===== src/core/fbo_regs.vh =====
`ifndef FBO_REGS_VH
`define FBO_REGS_VH

// synchronised control pin vector, bit positions
`define FBO_B_CE 7
`define FBO_B_OE 6
`define FBO_B_WE 5
`define FBO_B_RST 4
`define FBO_B_BCLK 3
`define FBO_B_ADV 2
`define FBO_B_WP 1
`define FBO_B_ID 0
// idle pin pattern: deselected, strobes high, reset held low, clock low
`define FBO_CTL_IDLE 8'he6

// widths
`define FBO_AW 20
`define FBO_DW 32

// protection status read: offset on address bits 7..0
`define FBO_PROT_OFS 8'h02
`define FBO_PROT_MSB 7
// protection word: bits 31..2 read as zero
`define FBO_PROT_PAD 30'h00000000

// boot block: sector field addr[19:12] selecting the one outermost sector, ff for top boot or 00 for bottom
`define FBO_BOOT_MSB 19
`define FBO_BOOT_LSB 12
`define FBO_BOOT_TOP 8'hff
`define FBO_BOOT_BOT 8'h00

// busy recovery after a reset that hit a program or erase
`define FBO_CLK_NS 20
`define FBO_T_BUSY_REC_NS 20000
`define FBO_REC_W 10
`define FBO_REC_ZERO 10'h000
`define FBO_REC_ONE 10'h001

// reset values
`define FBO_A_ZERO 20'h00000
`define FBO_A_ONE 20'h00001
`define FBO_D_ZERO 32'h00000000

`endif


===== src/core/fbo_buf2.v =====
`timescale 1ns/1ps
`include "fbo_regs.vh"

////////////////////////////////////////////////////////////////////////////////
// two-entry buffer, head in slot 0; every output straight from a flip-flop
module fbo_buf2 #(
	parameter W = 53
) (
	input wire clk,
	input wire rst,
	input wire in_valid,
	output wire in_ready,
	input wire [W-1:0] in_data,
	output wire out_valid,
	input wire out_ready,
	output wire [W-1:0] out_data
);

reg v0_q; // head slot holds a word
reg v1_q; // second slot holds a word
reg [W-1:0] d0_q;
reg [W-1:0] d1_q;
wire push;
wire pop;

assign in_ready = ~v1_q; // full only when both slots are taken
assign out_valid = v0_q;
assign out_data = d0_q;
assign push = in_valid & ~v1_q;
assign pop = v0_q & out_ready;

// shift on pop, fill the lowest free slot on push
always @(posedge clk or posedge rst) begin
	if (rst) begin
		v0_q <= 1'b0;
		v1_q <= 1'b0;
		d0_q <= {W{1'b0}};
		d1_q <= {W{1'b0}};
	end else begin
		if (pop) begin
			// head leaves; slot 1 (or the new word) moves up
			v0_q <= v1_q | push;
			d0_q <= v1_q ? d1_q : in_data;
			v1_q <= v1_q & push;
			if (v1_q & push) begin
				d1_q <= in_data;
			end
		end else if (push) begin
			if (v0_q) begin
				v1_q <= 1'b1;
				d1_q <= in_data;
			end else begin
				v0_q <= 1'b1;
				d0_q <= in_data;
			end
		end
	end
end

endmodule


===== src/core/fbo_core.v =====
`timescale 1ns/1ps
`include "fbo_regs.vh"

// Function
// RL1 - operations start from command writes into latches
// RL2 - bad sequences need the reset command
// RL3 - data driven only while chip selected
// RL4 - data out only with output gate low
// RL5 - status offset returns persistent and volatile bits
// RL6 - write-protect guards two outermost boot sectors; code guards only the outermost one (ff top boot, 00 bottom boot)
// RL7 - reset and power-up enter asynchronous array read
// RL8 - random single-location reads need no command
// RL9 - array read holds until a command write
// RL10 - reset aborts any mode or operation
// RL11 - data outputs float while reset held
// RL12 - ready/busy low until reset sequence completes; code holds it low only after a reset that hit a busy core (core_busy)
// RL13 - idle bank readable after short recovery
// RL14 - busy bank waits longer recovery after reset
// RL15 - reset mid-operation corrupts target, host rewrites
// RL16 - host holds reset during supply ramp
// RL17 - address-valid with clock loads burst address
// RL18 - clock edges advance burst, address ignored
// RL19 - chip deselect ends burst, bus floats
// RL20 - reset ends burst, bus floats
// RL21 - new address-valid pulse restarts burst
// RL22 - reset clears burst configuration, async read
// RL23 - command write: select, strobe low, gate high
module fbo_core #(
	parameter TOP_BOOT = 1,
	parameter T_BUSY_REC_NS = `FBO_T_BUSY_REC_NS
) (
	input wire clk,
	input wire rst,
	input wire ce_n,
	input wire oe_n,
	input wire we_n,
	input wire reset_n,
	input wire burst_clk,
	input wire address_valid_n,
	input wire wp_n,
	input wire elevated_identifier_level,
	input wire [`FBO_AW-1:0] addr,
	input wire [`FBO_DW-1:0] dq_in,
	output wire [`FBO_DW-1:0] dq_out,
	output wire dq_oe,
	output wire ready_busy_n,
	output wire [`FBO_AW-1:0] array_addr,
	input wire [`FBO_DW-1:0] array_data,
	input wire [`FBO_DW-1:0] status_data,
	input wire persistent_protect_bit,
	input wire volatile_protect_bit,
	input wire core_busy,
	input wire cmd_done,
	input wire burst_mode_set,
	output wire burst_mode,
	output wire cfg_clear,
	output wire cmd_valid,
	input wire cmd_ready,
	output wire [`FBO_AW-1:0] cmd_addr,
	output wire [`FBO_DW-1:0] cmd_data,
	output wire cmd_wp_guard
);

// busy recovery in cycles, a least time so rounded up
localparam integer REC_CYC = (T_BUSY_REC_NS + `FBO_CLK_NS - 1) / `FBO_CLK_NS;
localparam [`FBO_REC_W-1:0] REC_LOAD = REC_CYC[`FBO_REC_W-1:0];
localparam integer CW = 1 + `FBO_AW + `FBO_DW; // guard flag, address, data

// one-hot recovery states
localparam [2:0] ST_IDLE = 3'b001;
localparam [2:0] ST_HOLD = 3'b010;
localparam [2:0] ST_COUNT = 3'b100;

////////////////////////////////////////////////////////////////////////////////
// pin synchronisers: every host pin passes two flops before use

reg [7:0] ctl_s1_q; // first stage, read only by the second
reg [7:0] ctl_s2_q;
reg [`FBO_AW-1:0] adr_s1_q;
reg [`FBO_AW-1:0] adr_s2_q;
reg [`FBO_DW-1:0] din_s1_q;
reg [`FBO_DW-1:0] din_s2_q;

// buses are sampled independently of the strobes; the host must hold
// address and data stable a few clocks around each strobe edge
always @(posedge clk or posedge rst) begin
	if (rst) begin
		ctl_s1_q <= `FBO_CTL_IDLE;
		ctl_s2_q <= `FBO_CTL_IDLE;
		adr_s1_q <= `FBO_A_ZERO;
		adr_s2_q <= `FBO_A_ZERO;
		din_s1_q <= `FBO_D_ZERO;
		din_s2_q <= `FBO_D_ZERO;
	end else begin
		ctl_s1_q <= {ce_n, oe_n, we_n, reset_n, burst_clk, address_valid_n, wp_n,
			elevated_identifier_level};
		ctl_s2_q <= ctl_s1_q;
		adr_s1_q <= addr;
		adr_s2_q <= adr_s1_q;
		din_s1_q <= dq_in;
		din_s2_q <= din_s1_q;
	end
end

// decoded pin levels, all from the second stage
wire sel = ~ctl_s2_q[`FBO_B_CE];
wire gate_lo = ~ctl_s2_q[`FBO_B_OE];
wire strobe_lo = ~ctl_s2_q[`FBO_B_WE];
wire hw_rst = ~ctl_s2_q[`FBO_B_RST];
wire adv_lo = ~ctl_s2_q[`FBO_B_ADV];
wire wp_lo = ~ctl_s2_q[`FBO_B_WP];
wire id_hi = ctl_s2_q[`FBO_B_ID];

////////////////////////////////////////////////////////////////////////////////
// edge detection on the burst clock and on the write condition

reg bclk_q; // previous burst clock level
reg wr_q; // previous write condition
wire bclk_rise = ctl_s2_q[`FBO_B_BCLK] & ~bclk_q;
wire wr_cond = sel & strobe_lo & ~gate_lo & ~hw_rst; // RL23
wire wr_rise = wr_cond & ~wr_q;

// edge history
always @(posedge clk or posedge rst) begin
	if (rst) begin
		bclk_q <= 1'b0;
		wr_q <= 1'b0;
	end else begin
		bclk_q <= ctl_s2_q[`FBO_B_BCLK];
		wr_q <= wr_cond;
	end
end

////////////////////////////////////////////////////////////////////////////////
// command path: each write strobe pushes one address/data pair unless both slots are full

wire boot_hit;
wire wp_guard;
wire buf_in_ready;
wire [CW-1:0] buf_out;

// outermost boot sectors depend on the top or bottom variant
assign boot_hit = (TOP_BOOT != 0) ?
	(adr_s2_q[`FBO_BOOT_MSB:`FBO_BOOT_LSB] == `FBO_BOOT_TOP) :
	(adr_s2_q[`FBO_BOOT_MSB:`FBO_BOOT_LSB] == `FBO_BOOT_BOT);
assign wp_guard = wp_lo & boot_hit; // RL6

// the buffer decouples the host strobe from a stalled command engine;
// when full, ready/busy drops so the host holds off its next write
fbo_buf2 #(
	.W(CW)
) u_cmd_buf (
	.clk(clk),
	.rst(rst),
	.in_valid(wr_rise), // RL1
	.in_ready(buf_in_ready),
	.in_data({wp_guard, adr_s2_q, din_s2_q}),
	.out_valid(cmd_valid),
	.out_ready(cmd_ready),
	.out_data(buf_out)
);

assign cmd_wp_guard = buf_out[CW-1];
assign cmd_addr = buf_out[CW-2:`FBO_DW];
assign cmd_data = buf_out[`FBO_DW-1:0];

////////////////////////////////////////////////////////////////////////////////
// read mode: array read until a command is written, back on done or reset

reg cmd_mode_q; // reads return engine status instead of array data
reg burst_mode_q; // synchronous read enabled by the configuration logic
reg cfg_clear_q; // tells the configuration logic to fall back to defaults

// the set from a new write wins over a done in the same cycle
always @(posedge clk or posedge rst) begin
	if (rst) begin
		cmd_mode_q <= 1'b0; // RL7
		burst_mode_q <= 1'b0;
		cfg_clear_q <= 1'b1;
	end else begin
		cfg_clear_q <= hw_rst;
		if (hw_rst) begin
			// a pin reset drops every mode and reverts to async reads
			cmd_mode_q <= 1'b0; // RL10
			burst_mode_q <= 1'b0; // RL22
		end else begin
			if (wr_rise) begin
				cmd_mode_q <= 1'b1; // RL9
			end else if (cmd_done) begin
				cmd_mode_q <= 1'b0; // RL2
			end
			if (burst_mode_set) begin
				burst_mode_q <= 1'b1;
			end
		end
	end
end

////////////////////////////////////////////////////////////////////////////////
// burst sequencer: load, advance, terminate, restart

reg burst_act_q; // a burst is in progress
reg [`FBO_AW-1:0] burst_addr_q; // current burst location

// load and restart share one branch: a fresh address-valid simply
// overwrites the running burst
always @(posedge clk or posedge rst) begin
	if (rst) begin
		burst_act_q <= 1'b0;
		burst_addr_q <= `FBO_A_ZERO;
	end else if (hw_rst) begin
		burst_act_q <= 1'b0; // RL20
	end else if (~sel) begin
		burst_act_q <= 1'b0; // RL19
	end else if (bclk_rise & ~strobe_lo & adv_lo & burst_mode_q) begin
		// output gate is ignored here
		burst_act_q <= 1'b1; // RL17 RL21
		burst_addr_q <= adr_s2_q;
	end else if (bclk_rise & gate_lo & ~strobe_lo & ~adv_lo & burst_act_q) begin
		// address pins ignored while advancing
		burst_addr_q <= burst_addr_q + `FBO_A_ONE; // RL18
	end
end

////////////////////////////////////////////////////////////////////////////////
// read data path: address and enable out together, data back one cycle later

reg [`FBO_AW-1:0] array_addr_q;
reg prot_q; // the present read is a protection status read
reg cmd_rd_q; // the present read returns engine status
reg [`FBO_DW-1:0] dq_q;
reg dq_oe_q;
wire rd_ok = sel & gate_lo & ~strobe_lo & ~hw_rst; // RL3 RL4 RL11
wire prot_rd = id_hi & (adr_s2_q[`FBO_PROT_MSB:0] == `FBO_PROT_OFS);

// protection reads stay single-cycle even in burst mode
always @(posedge clk or posedge rst) begin
	if (rst) begin
		array_addr_q <= `FBO_A_ZERO;
		prot_q <= 1'b0;
		cmd_rd_q <= 1'b0;
		dq_q <= `FBO_D_ZERO;
		dq_oe_q <= 1'b0;
	end else begin
		// random async address unless a burst owns the array port
		array_addr_q <= burst_act_q ? burst_addr_q : adr_s2_q; // RL8
		prot_q <= prot_rd;
		cmd_rd_q <= cmd_mode_q;
		dq_oe_q <= rd_ok;
		if (prot_q) begin
			dq_q <= {`FBO_PROT_PAD, volatile_protect_bit, persistent_protect_bit}; // RL5
		end else if (cmd_rd_q) begin
			dq_q <= status_data;
		end else begin
			dq_q <= array_data;
		end
	end
end

////////////////////////////////////////////////////////////////////////////////
// reset recovery: a reset that hit a program or erase keeps ready/busy low

reg [2:0] rec_st_q;
reg [2:0] rec_st_d;
reg [`FBO_REC_W-1:0] rec_cnt_q;
reg [`FBO_REC_W-1:0] rec_cnt_d;
reg rb_n_q;

// next state: hold while reset is low, then count the recovery time
always @* begin
	rec_st_d = rec_st_q;
	rec_cnt_d = rec_cnt_q;
	case (rec_st_q)
	ST_IDLE: begin
		if (hw_rst & core_busy) begin // RL15
			rec_st_d = ST_HOLD; // RL12
		end
	end
	ST_HOLD: begin
		if (~hw_rst) begin
			rec_st_d = ST_COUNT;
			rec_cnt_d = REC_LOAD;
		end
	end
	ST_COUNT: begin
		if (hw_rst) begin
			// a second reset restarts the wait
			rec_st_d = ST_HOLD;
		end else if (rec_cnt_q == `FBO_REC_ONE) begin
			rec_st_d = ST_IDLE; // RL14
			rec_cnt_d = `FBO_REC_ZERO;
		end else begin
			rec_cnt_d = rec_cnt_q - `FBO_REC_ONE;
		end
	end
	default: begin
		rec_st_d = ST_IDLE;
		rec_cnt_d = `FBO_REC_ZERO;
	end
	endcase
end

// state flops and the ready/busy pin; a full command buffer also reads busy
always @(posedge clk or posedge rst) begin
	if (rst) begin
		rec_st_q <= ST_IDLE;
		rec_cnt_q <= `FBO_REC_ZERO;
		rb_n_q <= 1'b1;
	end else begin
		rec_st_q <= rec_st_d;
		rec_cnt_q <= rec_cnt_d;
		rb_n_q <= ~(core_busy | (rec_st_d != ST_IDLE) | ~buf_in_ready); // RL12
	end
end

////////////////////////////////////////////////////////////////////////////////
// outputs

assign dq_out = dq_q;
assign dq_oe = dq_oe_q;
assign ready_busy_n = rb_n_q;
assign array_addr = array_addr_q;
assign burst_mode = burst_mode_q;
assign cfg_clear = cfg_clear_q;

endmodule


===== config.mk =====
export PLATFORM = sky130hd
export DESIGN_NAME = fbo_core
export DESIGN_NICKNAME = d
export VERILOG_FILES = /design/src/core/fbo_buf2.v /design/src/core/fbo_core.v
export VERILOG_INCLUDE_DIRS = /design/src /design/src/core
export SDC_FILE = /design/constraint.sdc
export NUM_CORES = 1
export LEC_CHECK = 0
export BUFFER_PORTS_ARGS = -buffer_cell sky130_fd_sc_hd__buf_2
export CAP_MARGIN = 25
export CORE_ASPECT_RATIO = 1.25
export CORE_MARGIN = 2
export CORE_UTILIZATION = 40
export CTS_CLUSTER_DIAMETER = 150
export DETAILED_ROUTE_END_ITERATION = 8
export GPL_TIMING_DRIVEN = 0
export PLACE_DENSITY_LB_ADDON = 0.1
export SETUP_SLACK_MARGIN = 0.2
export SLEW_MARGIN = 40
export SYNTH_ARGS = -nofsm -noshare
export SYNTH_HDL_FRONTEND = slang
export SYNTH_SLANG_ARGS = --single-unit

===== constraint.sdc =====
create_clock -name clk -period 25.9 [get_ports clk]
set_clock_uncertainty 0.2 [all_clocks]
set_input_delay 2.59 -clock clk [delete_from_list [all_inputs] [get_ports clk]]
set_output_delay 2.59 -clock clk [all_outputs]
set_load 0.01 [all_outputs]

==> reports/summary.txt <==
Initial drt markers - 287
CP top delay family - flip-flops
Pre-antenna DRT Iters - 4
Post-route DRC - 0
Hold WC Path Type - flip-flop to flip-flop
Status - completed
CTS root buffer - clkbuf_16
Setup TNS - 0 ns
Syn Nets - 1026
Crit-path cells - buf_2
Yosys reg bits - 323
Setup Buffers After CTS - 0
# fillers - 2633
Nets - 1308
Slack of the critical path - 21.97 ns
Final Critical Period - 3.933 ns
Fin. max-slew vios - 0
Sequential area share after synthesis - 67.81%
Crit path max-delay cell type - dfstp_2
Row count - 70
Layout cells sized above 1 - 34.73%
DIE WIDTH - 158.6 um
Commonest non-fill, non-tap cell in the layout - dfrtp_1
Max Used Layer - met4
Initial antenna violation count - 1
Worst Path Arrival - 1.14 ns
IO Pins - 242
DR WL met3 - 1637 um
Post-synth EDFFs - 0
Vias per inst - 4.851
Starting density of the core - 40.71%
Count of hold-fix buffers inserted at cts - 0
Synth warn - 0
Grt ovf - 0
Slew headroom - 51.61%
Post-Syn Area - 11940 um2
Clock-pin slew on the worst setup and hold paths - 0.06 ns
Final HPWL DP - 18690 um
Resized Gates After CTS - 0
Levels on crit path - 1
H-tree depth - 2
Total power - 1240 uW
Vias in the first global route - 7816
Clock power share - 40.2%
Fmax - 0.2542 GHz
Pre-CTS setup slack - 21.49 ns
CTS Buf Count - 35
Vias - 7727
Final hold violations - 0
Worst path required time - 23.11 ns
WL per Instance - 17.06 um
Remaining antenna violation count - 0
Final Cycle Share - 15.19%
Maximum capacitance violations - 0
Max stage delay on crit path - 0.51 ns
CTS tree - built
Die Y - 197.2 um
Critical Path End Type - primary output
Sw frac - 24.92%
Largest net degree at the start of global routing - 78
Worst setup SP type - flip-flop
PortBufs - 241
WL met1 - 11770 um
GP Congestion - 0.8006
Async set or reset register ratio after synthesis - 100.0%
Met2 wire length - 13170 um
P_int - 930.9 uW
Power Density - 83.05 nW/um2
RSZ-0062 raised after global routing - no
Leak Pwr - 0.007313 uW
Comb power frac - 12.0%
P_sw - 309.0 uW
Max clock buf depth - 3
Kind of critical path - flip-flop to primary output
Die ar. - 31270 um2
Cells after Synth - 891
Hold depth - 0
Max IR drop VDD - 0.00005619 V
Synth Area per Inst - 13.41 um2
Clock Sinks - 323
Worst-Margin Slew - 0.7258 ns
P&R area growth vs syn - 25.01%
Final setup violation count - 0
Synth cell types - 55
WP buf/inv - 1
Global Route Usage Sum - 17.65%
Most frequent cells in the layout - 310 x dfrtp_1, 261 x buf_2, 107 x nor2_1
Routed WL - 27170 um
First-pass GRT wire length - 42590 um
Reg power frac - 47.7%
Reg2reg path depth - 6
Crit Path Max Fanout - 1
Core box area - 29340 um2
Skew-Pair Late Insertion Delay - 0.52 ns
Dominant synthesized flop cell - dfrtp_1
==> metal layers <==
metal,GRT usage [%],vias to the layer above
met5,0,-
met2,29.16,230
met4,5.472,0
met3,3.993,38
li1,-,3675
met1,23.16,3784
==> synthesized netlist by cell type (6+ instances only) <==
| library cell | number | area, um2 |
|---|---|---|
| dfrtp_1 | 310 | 7757 |
| nor2_1 | 107 | 401.6 |
| mux2i_1 | 87 | 870.8 |
| a21oi_1 | 77 | 385.4 |
| mux2_2 | 70 | 788.3 |
| nand2_1 | 29 | 108.9 |
| o21ai_0 | 24 | 120.1 |
| buf_2 | 20 | 100.1 |
| nand3_1 | 15 | 75.07 |
| clkbuf_1 | 13 | 48.80 |
| dfstp_2 | 13 | 341.6 |
| inv_1 | 9 | 33.78 |
| buf_1 | 7 | 26.28 |
| o22a_1 | 7 | 61.31 |
| nor3_1 | 6 | 30.03 |
==> cells by family (layout without fill, tap and decap cells) <==
logic type                 Yosys count  in the layout  synth area share (%)
DFF                                323            323                 67.81
and+or+nand+nor                    200            200                 7.836
muxes                              160            160                 14.17
AOI/OAI and AO/OA                  148            148                 7.469
buffers and inverters               56            360                 2.326
adders and majority gates            3              3                0.3143
xor gates and xnor gates             1              1               0.07334
other                                0              2                     0
==> stage by stage <==
step / cells / hold WS, ns / instance area (um2) / util [%]
after floorplan: 891 / 0.1312 / 11940 / -
after global placement: 1528 / 0.1315 / 13650 / 46.51
after detailed placement: 1532 / 0.1347 / 13760 / 46.91
after CTS: 1591 / 0.1457 / 14930 / 50.87
after global routing: 1591 / 0.1502 / 14930 / 50.87
final: 1593 / 0.1450 / 14930 / 50.89
==> final cells by class <==
cell class,instances,area (um2),share of cell area [%]
multi-input cells,512,3567,23.89
plain buffers,47,244.0,1.634
inverters,9,41.29,0.2765
flip-flops and latches,323,8099,54.24
diodes,2,5.005,0.03352
well taps,396,495.5,3.319
clock buffers,53,1065,7.131
clock inverters,6,97.59,0.6536
repair buffers,245,1316,8.816
==> sequential cells by signal (all words and copies together), names as in the netlist, 3 cells and up <==
name	cells
adr_s1_q	20
ctl_s1_q	8
ctl_s2_q	8
rec_st_q	3
rec_cnt_q	10
u_cmd_buf.d1_q	53
adr_s2_q	20
burst_addr_q	20
array_addr	20
dq_out	32
u_cmd_buf.out_data	53
din_s2_q	32
din_s1_q	32
==> worst register-to-register path: cells and delay by family (launching register included) <==
kind	cells	cell delay, ns
buf+inv	2	0.67
simple gates	2	0.61
flops	1	0.55
compound gates	2	0.50
==> worst paths after layout <==
check	start	to	slack, ns
max in group asynchronous	rst	dq_out[4]	22.57
worst min register to register	din_s1_q[25]	din_s2_q[25]	0.14
worst max register to register	ctl_s2_q[6]	u_cmd_buf.out_data[16]	23.26
worst min-delay path	din_s1_q[25]	din_s2_q[25]	0.14
min in group asynchronous	rst	din_s1_q[7]	1.91
worst max-delay path	ready_busy_n	ready_busy_n	21.97
==> power groups by stage <==
stage | registers [uW] | logic (uW) | clock network, uW
floorplan | 613 | 64.2 | 0
global placement | 601 | 149 | 0
detailed placement | 602 | 153 | 0
CTS | 593 | 153 | 515
global route | 599 | 167 | 537
finish | 592 | 149 | 499
(Power assumes the default switching activity.)
